`config.mk`:
```
export PLATFORM = sky130hd
export DESIGN_NAME = dia_top
export DESIGN_NICKNAME = d
export VERILOG_FILES = /design/src/rtl/dia_pkg.sv /design/src/rtl/dia_top.sv
export SDC_FILE = /design/constraint.sdc
export NUM_CORES = 1
export LEC_CHECK = 0
export BUFFER_PORTS_ARGS = -buffer_cell sky130_fd_sc_hd__buf_4
export CORE_UTILIZATION = 35
export CTS_BUF_LIST = sky130_fd_sc_hd__clkbuf_4 sky130_fd_sc_hd__clkbuf_8
export DETAILED_ROUTE_END_ITERATION = 10
export GPL_ROUTABILITY_DRIVEN = 0
export PLACE_DENSITY = 0.62
export REMOVE_ABC_BUFFERS = 1
export SLEW_MARGIN = 20
export SYNTH_ARGS = -nofsm -noshare
export SYNTH_HDL_FRONTEND = slang
export SYNTH_SLANG_ARGS = --single-unit
export TNS_END_PERCENT = 20
```
`constraint.sdc`:
```
create_clock -name CLK -period 15.7 [get_ports CLK]
set_input_delay 1.57 -clock CLK [delete_from_list [all_inputs] [get_ports CLK]]
set_output_delay 1.57 -clock CLK [all_outputs]
set_load 0.005 [all_outputs]
```
`src/rtl/dia_pkg.sv`:
```
// Purpose: Shared constants and types for the dual-channel interrupt arbiter.
// Assumes: APB register access with 32-bit data; eight-entry receive and transmit FIFOs.
// Notes:   Byte addresses are word aligned; unused bits read as zero.
package dia_pkg;
    // Register byte addresses.
    localparam logic [11:0] ADDR_CTL      = 12'h000;
    localparam logic [11:0] ADDR_MSK      = 12'h004;
    localparam logic [11:0] ADDR_MODE0_A  = 12'h008;
    localparam logic [11:0] ADDR_MODE0_B  = 12'h00C;
    localparam logic [11:0] ADDR_MODE2_A  = 12'h010;
    localparam logic [11:0] ADDR_MODE2_B  = 12'h014;
    localparam logic [11:0] ADDR_PRIO     = 12'h018;
    localparam logic [11:0] ADDR_IVR      = 12'h01C;
    localparam logic [11:0] ADDR_CUR      = 12'h020;
    localparam logic [11:0] ADDR_STATUS   = 12'h024;
    localparam logic [11:0] ADDR_GLB_BASE = 12'h040;
    localparam logic [11:0] ADDR_GLB_LAST = 12'h088;
    localparam logic [11:0] ADDR_GLB_BCNT = 12'h040;
    localparam logic [11:0] ADDR_GLB_CHAN = 12'h044;
    localparam logic [11:0] ADDR_GLB_TYPE = 12'h048;

    // Field positions and widths.
    localparam int CTL_THR_MSB   = 6;
    localparam int CTL_VMOD_TYPE = 7;
    localparam int CTL_VMOD_CHAN = 8;
    localparam int MODE0_TX_LSB  = 4;
    localparam int MODE2_RX_LSB  = 2;
    localparam int SRC_PER_CHAN  = 6;
    localparam int NUM_CHAN      = 2;
    localparam int NUM_SRC       = 13;
    localparam int PRIO_CT_LSB   = 24;

    // Reset values.
    localparam logic [8:0]  CTL_RESET  = 9'h000;
    localparam logic [12:0] MSK_RESET  = 13'h0000;
    localparam logic [7:0]  IVR_RESET  = 8'h0F;
    localparam logic [26:0] PRIO_RESET = 27'h0000000;

    // Source type codes in bid bits 6:3.
    localparam logic [3:0] TYPE_RX      = 4'h1;
    localparam logic [3:0] TYPE_RX_ERR  = 4'h5;
    localparam logic [3:0] TYPE_TX      = 4'h0;
    localparam logic [3:0] TYPE_BREAK   = 4'h2;
    localparam logic [3:0] TYPE_COS     = 4'h6;
    localparam logic [3:0] TYPE_XON     = 4'h7;
    localparam logic [3:0] TYPE_ADDR    = 4'hB;
    localparam logic [3:0] TYPE_CT      = 4'h3;

    // FIFO level thresholds for the bid level selects.
    localparam logic [3:0] LVL_ANY  = 4'h1;
    localparam logic [3:0] LVL_HALF = 4'h4;
    localparam logic [3:0] LVL_3Q   = 4'h6;
    localparam logic [3:0] LVL_FULL = 4'h8;

    // Arbitration cycle length in crystal clocks.
    localparam logic [4:0] ARB_CYCLES = 5'h1A;

    typedef enum logic [1:0] {
        ARB_SNAP = 2'b00,
        ARB_SCAN = 2'b01,
        ARB_HOLD = 2'b10
    } dia_arb_t;
endpackage

```
`src/rtl/dia_top.sv`:
```
// Purpose: Interrupt bidding, threshold compare, winner capture and vector for a dual UART.
// Assumes: CLK is the crystal clock; FIFO counts and status flags come from logic on CLK.
// Notes:   The acknowledge pin is synchronised; APB answers with one wait state.
// Contract
// - Bid bits 6:3 carry the source type code, bit 6 being count for a transmitter; a zero bid means nothing active, or transmitter A with one empty entry.
// - Parity, framing or overrun make a receiver bid with-error; break does not.
// - Captured bits 4:0 modify the vector and form the type register.
// - Channel A is coded 0, B is 1, so B wins ties.
// - Transmitter count sits one bit lower in the bid than receiver count.
// - A threshold with its top bit set keeps every transmitter silent.
// - Level selects keep a receiver or transmitter out of bidding.
// - Only mask-enabled sources bid, raise a request or get captured.
// - A bid joins channel, type code, and either FIFO level or a programmed value.
// - Request line is low only while an enabled bid exceeds the threshold.
// - Acknowledge or update captures the prevailing winner into the capture register.
// - Arbitration runs on the crystal clock, a new winner every 26 cycles.
// - Bids changing mid-cycle are judged in the next arbitration cycle.
// - Non-FIFO sources take their high bid bits from a programmed field.
// - Receiver bid grows with filled entries, transmitter bid with empty ones.
// - Acknowledge returns the vector, optionally with type and channel substituted.
// - The capture register holds until the next acknowledge or update.
// - Capture with no bid over threshold loads all zeros.
// - After a capture with nothing pending, modified vector bits read zero.
// - Nineteen global registers are routed by the captured context.
// - Global info registers give byte count, channel and type from context.
// - Threshold bit 6 aligns with bid bit 9; channel bits are not compared.
// - Level selects: not empty, half, three quarters, full (or empty counterparts).
`timescale 1ns/1ps
module dia_top
(
    // Clock and reset.
    input  wire  logic        CLK,
    input  wire  logic        SYS_RST,
    // APB slave.
    input  wire  logic [11:0] PADDR,
    input  wire  logic        PSEL,
    input  wire  logic        PENABLE,
    input  wire  logic        PWRITE,
    input  wire  logic [31:0] PWDATA,
    output logic       [31:0] PRDATA,
    output logic              PREADY,
    output logic              PSLVERR,
    // Receiver status per channel, bit 0 is channel A.
    input  wire  logic [3:0]  RX_FILL_CNT_A,
    input  wire  logic [3:0]  RX_FILL_CNT_B,
    input  wire  logic [1:0]  RX_PARITY_ERR,
    input  wire  logic [1:0]  RX_FRAMING_ERR,
    input  wire  logic [1:0]  RX_OVERRUN_ERR,
    // Transmitter status per channel.
    input  wire  logic [3:0]  TX_EMPTY_CNT_A,
    input  wire  logic [3:0]  TX_EMPTY_CNT_B,
    // Event sources, per channel except the single counter timer, held high while pending.
    input  wire  logic [1:0]  BREAK_CHANGE,
    input  wire  logic [1:0]  IO_CHANGE,
    input  wire  logic [1:0]  XON_XOFF_EVENT,
    input  wire  logic [1:0]  ADDR_MATCH,
    input  wire  logic        COUNTER_TIMER,
    // Host interrupt pins.
    input  wire  logic        INTERRUPT_ACK_LINE_N,
    output logic              INTERRUPT_REQUEST_LINE_N,
    output logic       [7:0]  VECTOR_DATA,
    output logic              VECTOR_OE,
    // Current interrupt context for global register routing.
    output logic       [2:0]  CTX_CHAN,
    output logic       [3:0]  CTX_TYPE
);

    typedef struct packed {
        logic [8:0]                   ctl;
        logic [12:0]                  msk;
        logic [1:0][1:0]              tx_sel;
        logic [1:0][1:0]              rx_sel;
        logic [26:0]                  prio;
        logic [7:0]                   ivr;
        logic [11:0]                  cur;
        dia_pkg::dia_arb_t            arb;
        logic [4:0]                   cnt;
        logic [dia_pkg::NUM_SRC-1:0][11:0] snap;
        logic [11:0]                  best;
        logic [11:0]                  win;
        logic                         ack_s1;
        logic                         ack_s2;
        logic                         ack_prev;
        logic                         irq_n;
        logic [7:0]                   vect;
        logic                         vect_oe;
        logic                         pready;
        logic [31:0]                  prdata;
        logic                         pslverr;
    } dia_state_t;

    dia_state_t                        s;
    dia_state_t                        d;
    logic [dia_pkg::NUM_SRC-1:0][11:0] live;
    logic [1:0][3:0]                   rx_cnt;
    logic [1:0][3:0]                   tx_cnt;

    assign rx_cnt = {RX_FILL_CNT_B, RX_FILL_CNT_A};
    assign tx_cnt = {TX_EMPTY_CNT_B, TX_EMPTY_CNT_A};

    // Maps a level select code onto the count at which bidding starts.
    function automatic logic [3:0] level_of(input logic [1:0] sel);
        logic [3:0] lvl;
        unique case (sel)
            2'h0: lvl = dia_pkg::LVL_ANY;
            2'h1: lvl = dia_pkg::LVL_HALF;
            2'h2: lvl = dia_pkg::LVL_3Q;
            2'h3: lvl = dia_pkg::LVL_FULL;
        endcase
        return lvl;
    endfunction

    // Live bids per channel; a masked or inactive source bids zero.
    for (genvar ch = 0; ch < dia_pkg::NUM_CHAN; ch++)
    begin : g_chan
        localparam int B = ch * dia_pkg::SRC_PER_CHAN;
        localparam int P = ch * 12;
        logic [2:0] chan;
        logic [3:0] rx_m1;
        logic [3:0] tx_m1;
        logic       rx_err;
        logic       rx_on;
        logic       tx_on;
        assign chan   = 3'(ch);
        assign rx_m1  = rx_cnt[ch] - 4'h1;
        assign tx_m1  = tx_cnt[ch] - 4'h1;
        assign rx_err = RX_PARITY_ERR[ch] | RX_FRAMING_ERR[ch] | RX_OVERRUN_ERR[ch];
        assign rx_on  = (rx_cnt[ch] != 4'h0)
                        && (rx_cnt[ch] >= level_of(s.rx_sel[ch]));
        assign tx_on  = (tx_cnt[ch] != 4'h0)
                        && (tx_cnt[ch] >= level_of(s.tx_sel[ch]));
        // Receiver count at bits 9:7, transmitter count one lower at 8:6.
        assign live[B+0] = (s.msk[B+0] && rx_on)
                           ? {2'h0, rx_m1[2:0],
                              (rx_err ? dia_pkg::TYPE_RX_ERR : dia_pkg::TYPE_RX), chan}
                           : 12'h000;
        assign live[B+1] = (s.msk[B+1] && tx_on)
                           ? {3'h0, tx_m1[2:0], 3'h0, chan}
                           : 12'h000;
        assign live[B+2] = (s.msk[B+2] && BREAK_CHANGE[ch])
                           ? {2'h0, s.prio[P+2:P+0], dia_pkg::TYPE_BREAK, chan}
                           : 12'h000;
        assign live[B+3] = (s.msk[B+3] && IO_CHANGE[ch])
                           ? {2'h0, s.prio[P+5:P+3], dia_pkg::TYPE_COS, chan}
                           : 12'h000;
        assign live[B+4] = (s.msk[B+4] && XON_XOFF_EVENT[ch])
                           ? {2'h0, s.prio[P+8:P+6], dia_pkg::TYPE_XON, chan}
                           : 12'h000;
        assign live[B+5] = (s.msk[B+5] && ADDR_MATCH[ch])
                           ? {2'h0, s.prio[P+11:P+9], dia_pkg::TYPE_ADDR, chan}
                           : 12'h000;
    end

    assign live[dia_pkg::NUM_SRC-1] = (s.msk[dia_pkg::NUM_SRC-1] && COUNTER_TIMER)
                                      ? {2'h0, s.prio[dia_pkg::PRIO_CT_LSB+2:dia_pkg::PRIO_CT_LSB],
                                         dia_pkg::TYPE_CT, 3'h0}
                                      : 12'h000;

    always_comb
    begin
        logic       rd_req;
        logic       wr_acc;
        logic       ack_fall;
        logic       upd;
        logic       pend;
        logic [7:0] v;
        logic [3:0] gcnt;
        d        = s;
        rd_req   = PSEL && PENABLE && !s.pready;
        wr_acc   = PSEL && PENABLE && s.pready && PWRITE;
        ack_fall = s.ack_prev && !s.ack_s2;
        upd      = wr_acc && (PADDR == dia_pkg::ADDR_CUR);
        v        = s.ivr;
        // Threshold bit 6 meets bid bit 9; channel bits 2:0 stay out.
        pend     = s.win[9:3] > s.ctl[dia_pkg::CTL_THR_MSB:0];
        gcnt     = 4'h0;

        d.ack_s1   = INTERRUPT_ACK_LINE_N;
        d.ack_s2   = s.ack_s1;
        d.ack_prev = s.ack_s2;

        // Snapshot, serial scan of the snapshot, then idle to fill 26 cycles.
        unique case (s.arb)
            dia_pkg::ARB_SNAP:
            begin
                d.snap = live;
                d.best = 12'h000;
                d.cnt  = 5'h00;
                d.arb  = dia_pkg::ARB_SCAN;
            end
            dia_pkg::ARB_SCAN:
            begin
                if (s.snap[s.cnt[3:0]] > s.best)
                begin
                    d.best = s.snap[s.cnt[3:0]];
                end
                d.cnt = s.cnt + 5'h01;
                if (s.cnt == 5'(dia_pkg::NUM_SRC - 1))
                begin
                    d.arb = dia_pkg::ARB_HOLD;
                end
            end
            dia_pkg::ARB_HOLD:
            begin
                d.cnt = s.cnt + 5'h01;
                if (s.cnt == dia_pkg::ARB_CYCLES - 5'h02)
                begin
                    d.win = s.best;
                    d.arb = dia_pkg::ARB_SNAP;
                end
            end
            default:
            begin
                d.arb = dia_pkg::ARB_SNAP;
            end
        endcase

        d.irq_n = !pend;

        if (ack_fall || upd)
        begin
            d.cur = pend ? s.win : 12'h000;
        end

        if (s.ctl[dia_pkg::CTL_VMOD_TYPE])
        begin
            v[4:3] = s.cur[4:3];
        end
        if (s.ctl[dia_pkg::CTL_VMOD_CHAN])
        begin
            v[2:0] = s.cur[2:0];
        end
        d.vect    = v;
        d.vect_oe = !s.ack_s2 && !s.ack_prev;

        // Byte count of the interrupting FIFO from the captured context.
        if (s.cur[5:3] == dia_pkg::TYPE_RX[2:0] || s.cur[5:3] == dia_pkg::TYPE_RX_ERR[2:0])
        begin
            gcnt = {1'b0, s.cur[9:7]} + 4'h1;
        end
        // A transmitter's bit 6 carries count, so only bits 4:3 identify it.
        else if (s.cur[4:3] == dia_pkg::TYPE_TX[1:0] && s.cur != 12'h000)
        begin
            gcnt = {1'b0, s.cur[8:6]} + 4'h1;
        end

        d.pready  = rd_req;
        d.pslverr = 1'b0;
        if (rd_req)
        begin
            d.prdata = 32'h0000_0000;
            unique case (PADDR)
                dia_pkg::ADDR_CTL:     d.prdata = {23'h0, s.ctl};
                dia_pkg::ADDR_MSK:     d.prdata = {19'h0, s.msk};
                dia_pkg::ADDR_MODE0_A: d.prdata = {26'h0, s.tx_sel[0], 4'h0};
                dia_pkg::ADDR_MODE0_B: d.prdata = {26'h0, s.tx_sel[1], 4'h0};
                dia_pkg::ADDR_MODE2_A: d.prdata = {28'h0, s.rx_sel[0], 2'h0};
                dia_pkg::ADDR_MODE2_B: d.prdata = {28'h0, s.rx_sel[1], 2'h0};
                dia_pkg::ADDR_PRIO:    d.prdata = {5'h0, s.prio};
                dia_pkg::ADDR_IVR:     d.prdata = {24'h0, s.ivr};
                dia_pkg::ADDR_CUR:     d.prdata = {20'h0, s.cur};
                dia_pkg::ADDR_STATUS:  d.prdata = {19'h0, pend, s.win};
                dia_pkg::ADDR_GLB_BCNT: d.prdata = {28'h0, gcnt};
                dia_pkg::ADDR_GLB_CHAN: d.prdata = {29'h0, s.cur[2:0]};
                dia_pkg::ADDR_GLB_TYPE: d.prdata = {27'h0, s.cur[4:0]};
                default:
                begin
                    // Remaining global slots belong to routed resources outside this block.
                    if (PADDR < dia_pkg::ADDR_GLB_BASE || PADDR > dia_pkg::ADDR_GLB_LAST
                        || PADDR[1:0] != 2'h0)
                    begin
                        d.pslverr = 1'b1;
                    end
                end
            endcase
        end

        if (wr_acc)
        begin
            unique case (PADDR)
                dia_pkg::ADDR_CTL:     d.ctl       = PWDATA[8:0];
                dia_pkg::ADDR_MSK:     d.msk       = PWDATA[12:0];
                dia_pkg::ADDR_MODE0_A: d.tx_sel[0] = PWDATA[dia_pkg::MODE0_TX_LSB+:2];
                dia_pkg::ADDR_MODE0_B: d.tx_sel[1] = PWDATA[dia_pkg::MODE0_TX_LSB+:2];
                dia_pkg::ADDR_MODE2_A: d.rx_sel[0] = PWDATA[dia_pkg::MODE2_RX_LSB+:2];
                dia_pkg::ADDR_MODE2_B: d.rx_sel[1] = PWDATA[dia_pkg::MODE2_RX_LSB+:2];
                dia_pkg::ADDR_PRIO:    d.prio      = PWDATA[26:0];
                dia_pkg::ADDR_IVR:     d.ivr       = PWDATA[7:0];
                default:               d.ivr       = s.ivr;
            endcase
        end
    end

    always_ff @(posedge CLK or posedge SYS_RST)
    begin
        if (SYS_RST)
        begin
            s          <= '0;
            s.ctl      <= dia_pkg::CTL_RESET;
            s.msk      <= dia_pkg::MSK_RESET;
            s.prio     <= dia_pkg::PRIO_RESET;
            s.ivr      <= dia_pkg::IVR_RESET;
            s.arb      <= dia_pkg::ARB_SNAP;
            s.ack_s1   <= 1'b1;
            s.ack_s2   <= 1'b1;
            s.ack_prev <= 1'b1;
            s.irq_n    <= 1'b1;
        end
        else
        begin
            s <= d;
        end
    end

    assign PRDATA                   = s.prdata;
    assign PREADY                   = s.pready;
    assign PSLVERR                  = s.pslverr;
    assign INTERRUPT_REQUEST_LINE_N = s.irq_n;
    assign VECTOR_DATA              = s.vect;
    assign VECTOR_OE                = s.vect_oe;
    assign CTX_CHAN                 = s.cur[2:0];
    assign CTX_TYPE                 = s.cur[6:3];

endmodule
```
# [Word-level counts from Yosys, hierarchy flattened]
# Index checks and enable logic that the tools add are counted.
# Widths: inputs -> output; s select.
[word_totals] register_bits=306 latchBits=0 ramBits=0 mem_bits_ro=0 in_bits=81 out_inout_bits=51 elab_cells=185 mem_count=0
[classes] add_sub_neg=7 mul=0 div=0 magnitude_cmp=9 n_eq_ne=33 shifts=0 muxes=36 bitwise_logic=4 n_reduce_logical=61
[ops] cell="$pmux 27 s13" count=1
[ops] cell="$mux 10" count=11
[ops] cell="$pmux 4 s4" count=4
[ops] cell="$bmux 12 s4" count=1
[ops] cell="$eq 12x5->1 const B" count=4
[ops] cell="$eq 12x7->1 const B" count=3
[ops] cell="$mux 12" count=3
[ops] cell="$logic_and 1x1->1" count=25
[ops] cell="$eq 12x4->1 const B" count=2
[ops] cell="$eq 12x6->1 const B" count=2
[ops] cell="$pmux 12 s2" count=1
[ops] cell="$reduce_and 2->1" count=11
[ops] cell="$eq 2x2->1 const B" count=9
[ops] cell="$mux 9" count=2
[ops] cell="$ge 4x4->1" count=4
[ops] cell="$reduce_bool 4->1" count=4
[ops] cell="$reduce_or 13->1" count=1
[ops] cell="$eq 12x3->1 const B" count=1
[ops] cell="$gt 12x12->1" count=1
[ops] cell="$gt 12x8->1 const B" count=1
[ops] cell="$logic_not 12->1" count=1
[ops] cell="$logic_not 2->1" count=6
[ops] cell="$lt 12x7->1 const B" count=1
[ops] cell="$reduce_bool 12->1" count=1
[ops] cell="other kinds (22)" count=50

# [Longest topological paths before layout]
# Gate-level depths: netlist (run 1).
[logic_depth] ltp_word=6 mapped_depth=12 ltp_nobuf=10

# [Worst setup path after synthesis (run 1)]
# Ideal clock, no wire load.
[synth_timing] kind="input port to flip-flop" from="input PADDR[5]" to="register s[266] (netlist bit)" arrival_ns=3.126 required_time_ns=15.575 slack_ns=12.449 path_stages=6 path_buffers=2 cell_sequence="buf_4 -> nor4b_4 -> nand3_4 -> nor3_4 -> buf_6 -> mux2_2"
[synth_between] elab_chain_len=2
[synth_lines] element="start: declaration" line="dia_top.sv:35" source="input wire logic [11:0] PADDR,"
[synth_lines] element="$eq 12x5->1" line="dia_top.sv:280" source="unique case (PADDR)"
[synth_lines] element="$reduce_and 2->1 (no line)"
[synth_lines] element="end: declaration" line="dia_top.sv:92" source="dia_state_t s;"
# Every way passes these cells.
# A chain may end at the register's enable or synchronous reset.

# [Worst setup path after layout (run 1)]
[layout_timing] from="input PADDR[9]" to="register s[302] (netlist bit)"
[layout_between] elab_chain_len=2
[layout_lines] element="$logic_not 12->1" line="dia_top.sv:280"
[layout_lines] element="$reduce_and 2->1 (no line)"
# Every way passes these cells.

==> results of run 1 <==
stage by stage:
step | hold WS, ns | power, uW
2_1_floorplan | 0.3452 | 534.9
3_3_place_gp | 0.3459 | 571.1
3_5_place_dp | 0.3492 | 572.1
4_1_cts | 0.3675 | 933.2
5_1_grt | 0.3729 | 959.5
6_report | 0.3657 | 923.1
logic make-up after synthesis:
group                    Yosys count
buffers and inverters            203
AND/OR/NAND/NOR                  273
flip-flops                       192
other                              1
XOR/XNOR                           6
AO/OA/AOI/OAI                    208
adder cells (fa/ha/maj)           56
multiplexers                     100
area by class of cell:
type                       instances  share of cell area (%)
multi-input combinational        648                   39.79
clock inverter                    14                   1.674
clock buffer                      18                   2.045
inverter                         112                   3.624
tap                              384                   4.070
sequential                       192                   40.78
timing repair buffer             126                   8.012
cells in the mapped netlist, types with 19 or more instances:
cell type  number  area (um2)
ha_1           56       700.7
o22ai_1        42       262.8
nor2_1         35       131.4
nand3_1        38       190.2
o21ai_0        51       255.2
a21oi_1        30       150.1
dfrtp_1       184        4604
mux2i_1        19       190.2
mux2_2         72       810.8
clkbuf_1       24       90.09
nand2_1       131       491.7
inv_1         110       412.9
buf_4          49       367.9
flip-flops by register name, indices dropped and copies added (netlist names):
name                      cells
VECTOR_DATA                   8
s                           143
PREADY                        1
CTX_TYPE                      4
VECTOR_OE                     1
PRDATA                       27
d                             5
INTERRUPT_REQUEST_LINE_N      1
PSLVERR                       1
CTX_CHAN                      1
power groups by stage:
stage                     logic, uW  clock network [uW]  registers, uW
after global routing           68.1                 390            501
after detailed placement       62.1                   0            510
after floorplan                25.2                   0            510
final                          61.0                 362            500
after global placement         61.0                   0            510
after CTS                      62.4                 370            500
per-layer routing:
metal | vias to the layer above | GRT usage, % | share of wire (%)
li1 | 3689 | - | -
met1 | 3778 | 25.96 | 48
met2 | 250 | 28.49 | 46
met3 | 34 | 2.785 | 4.8
met4 | 0 | 5.036 | 1.6
met5 | - | 0 | 0
worst paths after layout:
check | from | cells past startpoint | to | slack, ns
min in group asynchronous | SYS_RST | 2 | PRDATA[1] | 1.19
max in group asynchronous | SYS_RST | 3 | s[289] | 12.97
setup / recovery | PADDR[9] | 5 | s[302] | 11.97
setup reg to reg | s[227] | 10 | s[64] | 12.03
hold reg to reg | d[45] | 0 | d[44] | 0.37
hold / removal | d[45] | 0 | d[44] | 0.37
==> flow_summary.yaml, run 1 <==
synth:
  yosys.area_share.simple_pct: 12.98
  synth_top_family_by_area: "compound AO/OA/AOI/OAI gates"
  synthAdderAreaFrac_pct: 6.687
  synthArstFlopShare_pct: 100.0
  synthXorXnorAreaFrac_pct: 0.5015
  synth_seq_cells: 192
  synth_edf_count: 0
  netlist_instances: 1039
  synth_compound_area_share_pct: 13.19
  synth_flop_cell: "dfrtp_1"
  syn_avg_cell_area_um2: 10.09
  muxShareOfSynthArea_pct: 11.27
  ys_seq_area_share_pct: 45.95
  ys_warn_count: 0
  synth_area_um2: 10480
  ys_types: 68
place:
  pre_cts_slack_ns: 11.51
  port_buffers: 121
  dp_cells: 1462
  place_area_um2: 11370
  hpwl_um: 19850
routing:
  wirelength_um: 27090
  ant_nets: 0
  first_iter_violations: 580
  drc: 0
  firstDrtPassIters: 6
  viasPerCell: 5.188
  wl_per_cell_um: 18.13
  vias: 7751
power_and_ir_drop:
  p_int_uw: 689.6
  p_sw_uw: 233.5
  power_frac_clock_pct: 39.2
  p_leak_uw: 0.005336
  vdd_drop_max_uv: 52.97
  combPwrFrac_pct: 6.6
  p_per_area_nw_per_um2: 78.18
  seq_power_share_pct: 54.2
  sw_frac_of_total_pct: 25.29
finish:
  fin_cells: 1494
  layout-drive-gt1-share_pct: 24.32
  final_util_pct: 40.58
  area_growth_syn_to_layout_pct: 12.67
  register_area_um2: 4815
  layout_common_cells: "dfrtp_1, nand2_1, buf_4"
  final_common_cell: "dfrtp_1"
  finalInstanceArea_um2: 11810
  multi_input_area_um2: 4698
  fin_nets: 1234
  n_fill_cell: 2849
  diodes: 0
floorplanning:
  floorplan.initialDensity_pct: 36.02
  placementRows: 62
  core_um2: 29090
  die_h_um: 175.0
  die_area_um2: 30640
  io_pins: 132
  die_w_um: 175.0
outcome:
  status: "complete, no violations"
worst_setup_path:
  crit_chain: "buf_4, nor4_4, nand2_2, nor3_2, mux2_2"
  arrival_ns: 4.11
  cp_slowest_stage_delay_ns: 0.86
  critPathTopFamily: "simple AND/OR/NAND/NOR gates"
  slowest_stage: "nor3_2"
  crit_path_start_kind: "primary input"
  crit_required_ns: 16.08
  critPathKind: "primary input to flop"
  endpoint_kind: "flop"
  critPathBufInv: 1
  path_max_fanout: 15
job:
  cap_violations: 0
grt:
  grt_max_degree: 121
  grt_pass1_vias: 7493
  grt_antenna_before_repair: 0
  grt_pass1_wl_um: 43030
  grt_overflow: 0
  grtUsageTotal_pct: 18.18
timing:
  slew_headroom_pct: 24.31
  layout_setup_ws_ns: 11.97
  setup_viol: 0
  tns_ns: 0
  finalCriticalPeriod_ns: 3.728
  slew_viol_final: 0
  fin_worst_skew_ns: 0.01891
  finalCritPeriodShare_pct: 23.74
  finalHoldViolations: 0
  worstMarginPinSlew_ns: 1.126
  max_freq_mhz: 268.2
  rsz0062_at_grt: "no"
cts:
  cts_tree: "built"
  clock_latency_ns: 0.50
  cts_root_buffer: "clkbuf_8"
  clock_sinks: 192
  cts_setup_buffers: 0
  numCtsBuffers: 17
  cts_resized: 0
  htreeDepth: 4
  clkTransAtPathRegs_ns: 0.10
  hold_buffers: 0
  clockBufferDepth: 2
min_path:
  worstHoldPathType: "flop to flop"
(Power assumes the default switching activity.)
==> run 2, diff against run 1 <==
==> constraint.sdc (replaced) <==
create_clock -name CLK -period 3.6 [get_ports CLK]
set_input_delay 0.36 -clock CLK [delete_from_list [all_inputs] [get_ports CLK]]
set_output_delay 0.36 -clock CLK [all_outputs]
set_load 0.005 [all_outputs]
==> run 2 against run 1 <==
  * The run now ends with hold timing left
  * Global-route usage up 0.37 points
  * Total power rose to 4.2 times the previous value
  * Combinational power rose to 4.5 times the previous value
  * Final cell count up 0.94%
  * Worst hold slack worse by 0.42 ns
  * Routed wire length up 1.4%
  * Non-clock buffer count up 14
  * First-iteration DRC count up 12%
  * Worst setup slack worse by 12 ns
  * Design area up 0.70%
  * Clock power rose to 3.9 times the previous value
  * Critical endpoint is now s[66]
  * Largest cell class unchanged
  * Largest power group unchanged
==> flow_summary.yaml, run 2 (synthesis gave the netlist of run 1 again) <==
outcome:
  status: "finished, violations left"
  violations: "hold timing"
worst_setup_path:
  path_common_cell: "buf_4"
  endpoint_kind: "flop"
  arrival_ns: 3.62
  slowest_stage: "mux4_2"
  crit_path_start_kind: "flop"
  r2r-end: "s[66]"
  crit_required_ns: 3.97
  path_max_fanout: 8
  r2r_slack_ns: 0.35
  critPathKind: "flop to flop"
  cp_slowest_stage_delay_ns: 0.52
  crit_chain: "buf_4, mux4_2, o22ai_1, a31oi_1, ha_1, nand4_1, nor2_1, o21ai_0, a311oi_2, buf_4, mux2_2"
  r2r_cells: 11
  cp-startpoint: "s[227]"
  timing.rr.start: "s[227]"
timing:
  slew_viol_final: 0
  finalCritPeriodShare_pct: 90.26
  finalHoldViolations: 7
  layout_setup_ws_ns: 0.3507
  rsz0062_at_grt: "no"
  max_freq_mhz: 307.8
  whs_ns: -0.05618
  worstMarginPinSlew_ns: 0.9306
  setup_viol: 0
  fin_worst_skew_ns: 0.01760
  finalCriticalPeriod_ns: 3.249
  slew_headroom_pct: 37.17
  tns_ns: 0
routing:
  ant_nets: 0
  firstDrtPassIters: 5
  wl_per_cell_um: 18.22
  first_iter_violations: 647
  viasPerCell: 5.220
  vias: 7872
  wirelength_um: 27480
  drc: 0
power_and_ir_drop:
  p_per_area_nw_per_um2: 325.6
  sw_frac_of_total_pct: 24.24
  seq_power_share_pct: 56.4
  vdd_drop_max_uv: 231.2
  power_frac_clock_pct: 36.6
  combPwrFrac_pct: 7.0
  p_int_uw: 2933
  power.total_uw: 3871
  p_leak_uw: 0.005391
  p_sw_uw: 938.2
job:
  cap_violations: 0
finish:
  final_common_cell: "dfrtp_1"
  regMostFlops: "s"
  diodes: 0
  fin_cells: 1508
  fin_nets: 1248
  layout-drive-gt1-share_pct: 25.18
  area_growth_syn_to_layout_pct: 13.46
  layout_common_cells: "dfrtp_1, buf_4, nand2_1"
  largest_reg_flops: 143
grt:
  grtUsageMet2_pct: 28.26
  grt_pass1_vias: 7797
  grtUsageMet3_pct: 2.524
  grt_max_degree: 114
  grt_pass1_wl_um: 44060
  grtUsageTotal_pct: 18.55
  grt_overflow: 0
  grt-busiest-layer: "met2"
  met1_usage_pct: 27.12
  grt_antenna_before_repair: 0
cts:
  clock_latency_ns: 0.48
  cts_root_buffer: "clkbuf_8"
  clock_sinks: 192
  clockBufferDepth: 2
  clkTransAtPathRegs_ns: 0.10
  htreeDepth: 4
  numCtsBuffers: 17
  cts_tree: "built"
place:
  port_buffers: 121
  dp_cells: 1475
  hpwl_um: 20540
  pre_cts_slack_ns: 0.3951
floorplanning:
  core_um2: 29090
  die_h_um: 175.0
  placementRows: 62
  die_w_um: 175.0
  io_pins: 132
  floorplan.initialDensity_pct: 36.02
  die_area_um2: 30640
min_path:
  worstHoldPathType: "primary input to asynchronous set/reset pin"
run 2: worst max-delay path by stage:
stage,to,slack (ns),depth (start not counted)
after global routing,s[64],0.12,11
after CTS,s[64],0.37,11
final,s[66],0.35,11
after global placement,s[62],0.44,11
after floorplan,CTX_CHAN[0],-1.97,1
after detailed placement,s[64],0.40,11
run 2: per-layer routing:
| layer | share of wire [%] | vias to the layer above | routed length [um] |
|---|---|---|---|
| met4 | 1.9 | 0 | 512 |
| met1 | 49 | 3901 | 13420 |
| li1 | - | 3716 | - |
| met3 | 4.2 | 34 | 1144 |
| met2 | 45 | 221 | 12410 |
| met5 | 0 | - | 0 |
run 2: timing repair:
action	CTS	global route
setup buffers	0	0
resized for setup	0	0
hold buffers	1	0
endpoints found under the hold margin	1	0
run 2: cell type report:
type                       instances  area [um2]
sequential                       192        4815
clock buffer                      25       312.8
multi-input combinational        648        4698
clock inverter                     7       76.32
tap                              384       480.5
inverter                         112       427.9
timing repair buffer             140        1079
fill                            2827       17200
run 2: metrics by stage:
step / instance area [um2] / utilization [%]
after floorplan: 9931 / -
after global placement: 11490 / 39.50
after detailed placement: 11490 / 39.50
after CTS: 11890 / 40.87
after global routing: 11890 / 40.87
final: 11890 / 40.87
run 2: worst max-delay path: cells and delay by family, from the launching register on:
kind,cells,cell delay [ns]
muxes,2,0.85
AOI/OAI and AO/OA,4,0.69
DFF,1,0.51
buffers and inverters,2,0.44
adders and majority gates,1,0.38
and+or+nand+nor,2,0.27
run 2: power by group through the flow:
stage	clock, uW	sequential [uW]	combinational (uW)
global route	1530	2180	305
global placement	0	2220	275
CTS	1450	2180	279
finish	1420	2180	272
detailed placement	0	2220	278
floorplan	0	2220	110
==> run 3, diff against run 2 <==
==> constraint.sdc (replaced) <==
create_clock -name CLK -period 3.6 [get_ports CLK]
set_input_delay 0.72 -clock CLK [delete_from_list [all_inputs] [get_ports CLK]]
set_output_delay 0.72 -clock CLK [all_outputs]
set_load 0.005 [all_outputs]
==> run 3 against run 2 <==
  * The run now ends clean
  * Sequential share of layout area down 0.29 points
  * Die area did not move
  * Core utilization grew 0.30 points
==> flow_summary.yaml, run 3 (synthesis gave the netlist of run 1 again) <==
outcome:
  status: "complete, no violations"
routing:
  viasPerCell: 5.198
  first_iter_violations: 584
  vias: 7864
  wl_per_cell_um: 18.24
  firstDrtPassIters: 5
  wirelength_um: 27600
  ant_nets: 0
  drc: 0
finish:
  register_area_um2: 4815
  layout-drive-gt1-share_pct: 25.60
  fin_nets: 1253
  layout_common_cells: "dfrtp_1, buf_4, nand2_1"
  regMostFlops: "s"
  diodes: 0
  final_util_pct: 41.17
  area_growth_syn_to_layout_pct: 14.28
  n_fill_cell: 2863
  final_common_cell: "dfrtp_1"
  largest_reg_flops: 143
  finalInstanceArea_um2: 11980
  multi_input_area_um2: 4698
timing:
  finalCriticalPeriod_ns: 3.278
  layout_setup_ws_ns: 0.3217
  slew_headroom_pct: 38.46
  worstMarginPinSlew_ns: 0.9116
  whs_ns: 0.2748
  setup_viol: 0
  rsz0062_at_grt: "no"
  fin_worst_skew_ns: 0.02105
  finalHoldViolations: 0
  slew_viol_final: 0
  max_freq_mhz: 305.0
  finalCritPeriodShare_pct: 91.06
worst_setup_path:
  crit_required_ns: 3.95
  crit_chain: "buf_4, mux4_2, o22ai_1, a31oi_1, ha_1, nand4_1, nor2_1, o21ai_0, a311oi_2, buf_4, mux2_2"
  endpoint_kind: "flop"
  arrival_ns: 3.63
  critPathTopFamily: "multiplexers"
  critPathBufInv: 2
  crit_path_start_kind: "flop"
  path_common_cell: "buf_4"
  cp_slowest_stage_delay_ns: 0.55
  critPathKind: "flop to flop"
  path_max_fanout: 8
  slowest_stage: "dfrtp_1"
place:
  pre_cts_slack_ns: 0.3667
  place_area_um2: 11520
  port_buffers: 121
  hpwl_um: 20580
cts:
  cts_resized: 0
  cts_root_buffer: "clkbuf_8"
  clockBufferDepth: 2
  cts_setup_buffers: 0
  clkTransAtPathRegs_ns: 0.11
  cts_tree: "built"
  numCtsBuffers: 17
  clock_latency_ns: 0.47
  clock_sinks: 192
  htreeDepth: 4
  hold_buffers: 0
job:
  cap_violations: 0
floorplanning:
  placementRows: 62
  die_h_um: 175.0
  die_area_um2: 30640
  core_um2: 29090
  floorplan.initialDensity_pct: 36.02
  die_w_um: 175.0
  io_pins: 132
grt:
  grt_overflow: 0
  grt_pass1_vias: 7677
  grtUsageTotal_pct: 18.55
  grt_max_degree: 73
  grt_pass1_wl_um: 43810
  grt_antenna_before_repair: 0
power_and_ir_drop:
  p_per_area_nw_per_um2: 340.0
  p_leak_uw: 0.005447
  vdd_drop_max_uv: 185.4
  power.total_uw: 4072
min_path:
  worstHoldPathType: "primary input to asynchronous set/reset pin"
==> run 3: cell count changes in the layout (fill, tap and decap cells not counted) <==
cell,before,now
clkbuf_8,20,19
buf_4,137,144
clkinvlp_4,2,0
bufinv_16,1,4
inv_8,1,2
clkinv_4,1,2
clkbuf_4,5,2
clkinv_2,1,2
buf_12,2,1
dlygate4sd3_1,1,0
==> run 3: worst reg2reg max path: cells and delay by family (launching register included) <==
family	cells	cell delay [ns]
DFF	1	0.55
and+or+nand+nor	2	0.24
buffers and inverters	2	0.44
adders and majority gates	1	0.36
AOI/OAI and AO/OA	4	0.68
muxes	2	0.88
==> run 3: routing by layer <==
metal | global-route usage (%) | wire, um
met2 | 29.08 | 12660
met1 | 26.45 | 13090
met4 | 5.362 | 470
met3 | 2.763 | 1377
met5 | 0 | 0
==> run 3: area by class of cell <==
type | instances | share of cell area (%)
clock buffer | 21 | 2.309
timing repair buffer | 145 | 9.195
multi-input combinational | 648 | 39.23
clock inverter | 11 | 1.473
tap | 384 | 4.012
inverter | 112 | 3.573
sequential | 192 | 40.20
==> run 3: through the flow <==
| step | TNS, ns | instances |
|---|---|---|
| after global routing | 0 | 1513 |
| after detailed placement | 0 | 1481 |
| after CTS | 0 | 1513 |
| after floorplan | -436.47 | 952 |
| final | 0 | 1513 |
| after global placement | 0 | 1481 |
==> run 3: power by group <==
group / internal, uW / switching (uW)
clock network: 819 / 795
logic: 116 / 161
registers: 2170 / 10.3
total: 3110 / 966
==> run 3: path summary, 6_finish.rpt <==
check | slack (ns) | start | to | cells past startpoint
hold reg to reg | 0.37 | d[45] | d[44] | 0
setup reg to reg | 0.32 | s[227] | s[62] | 11
hold / removal | 0.27 | SYS_RST | PRDATA[2] | 2
min in group CLK | 0.34 | INTERRUPT_ACK_LINE_N | d[45] | 1
max in group asynchronous | 2.38 | SYS_RST | s[219] | 3
setup / recovery | 0.32 | s[227] | s[62] | 11
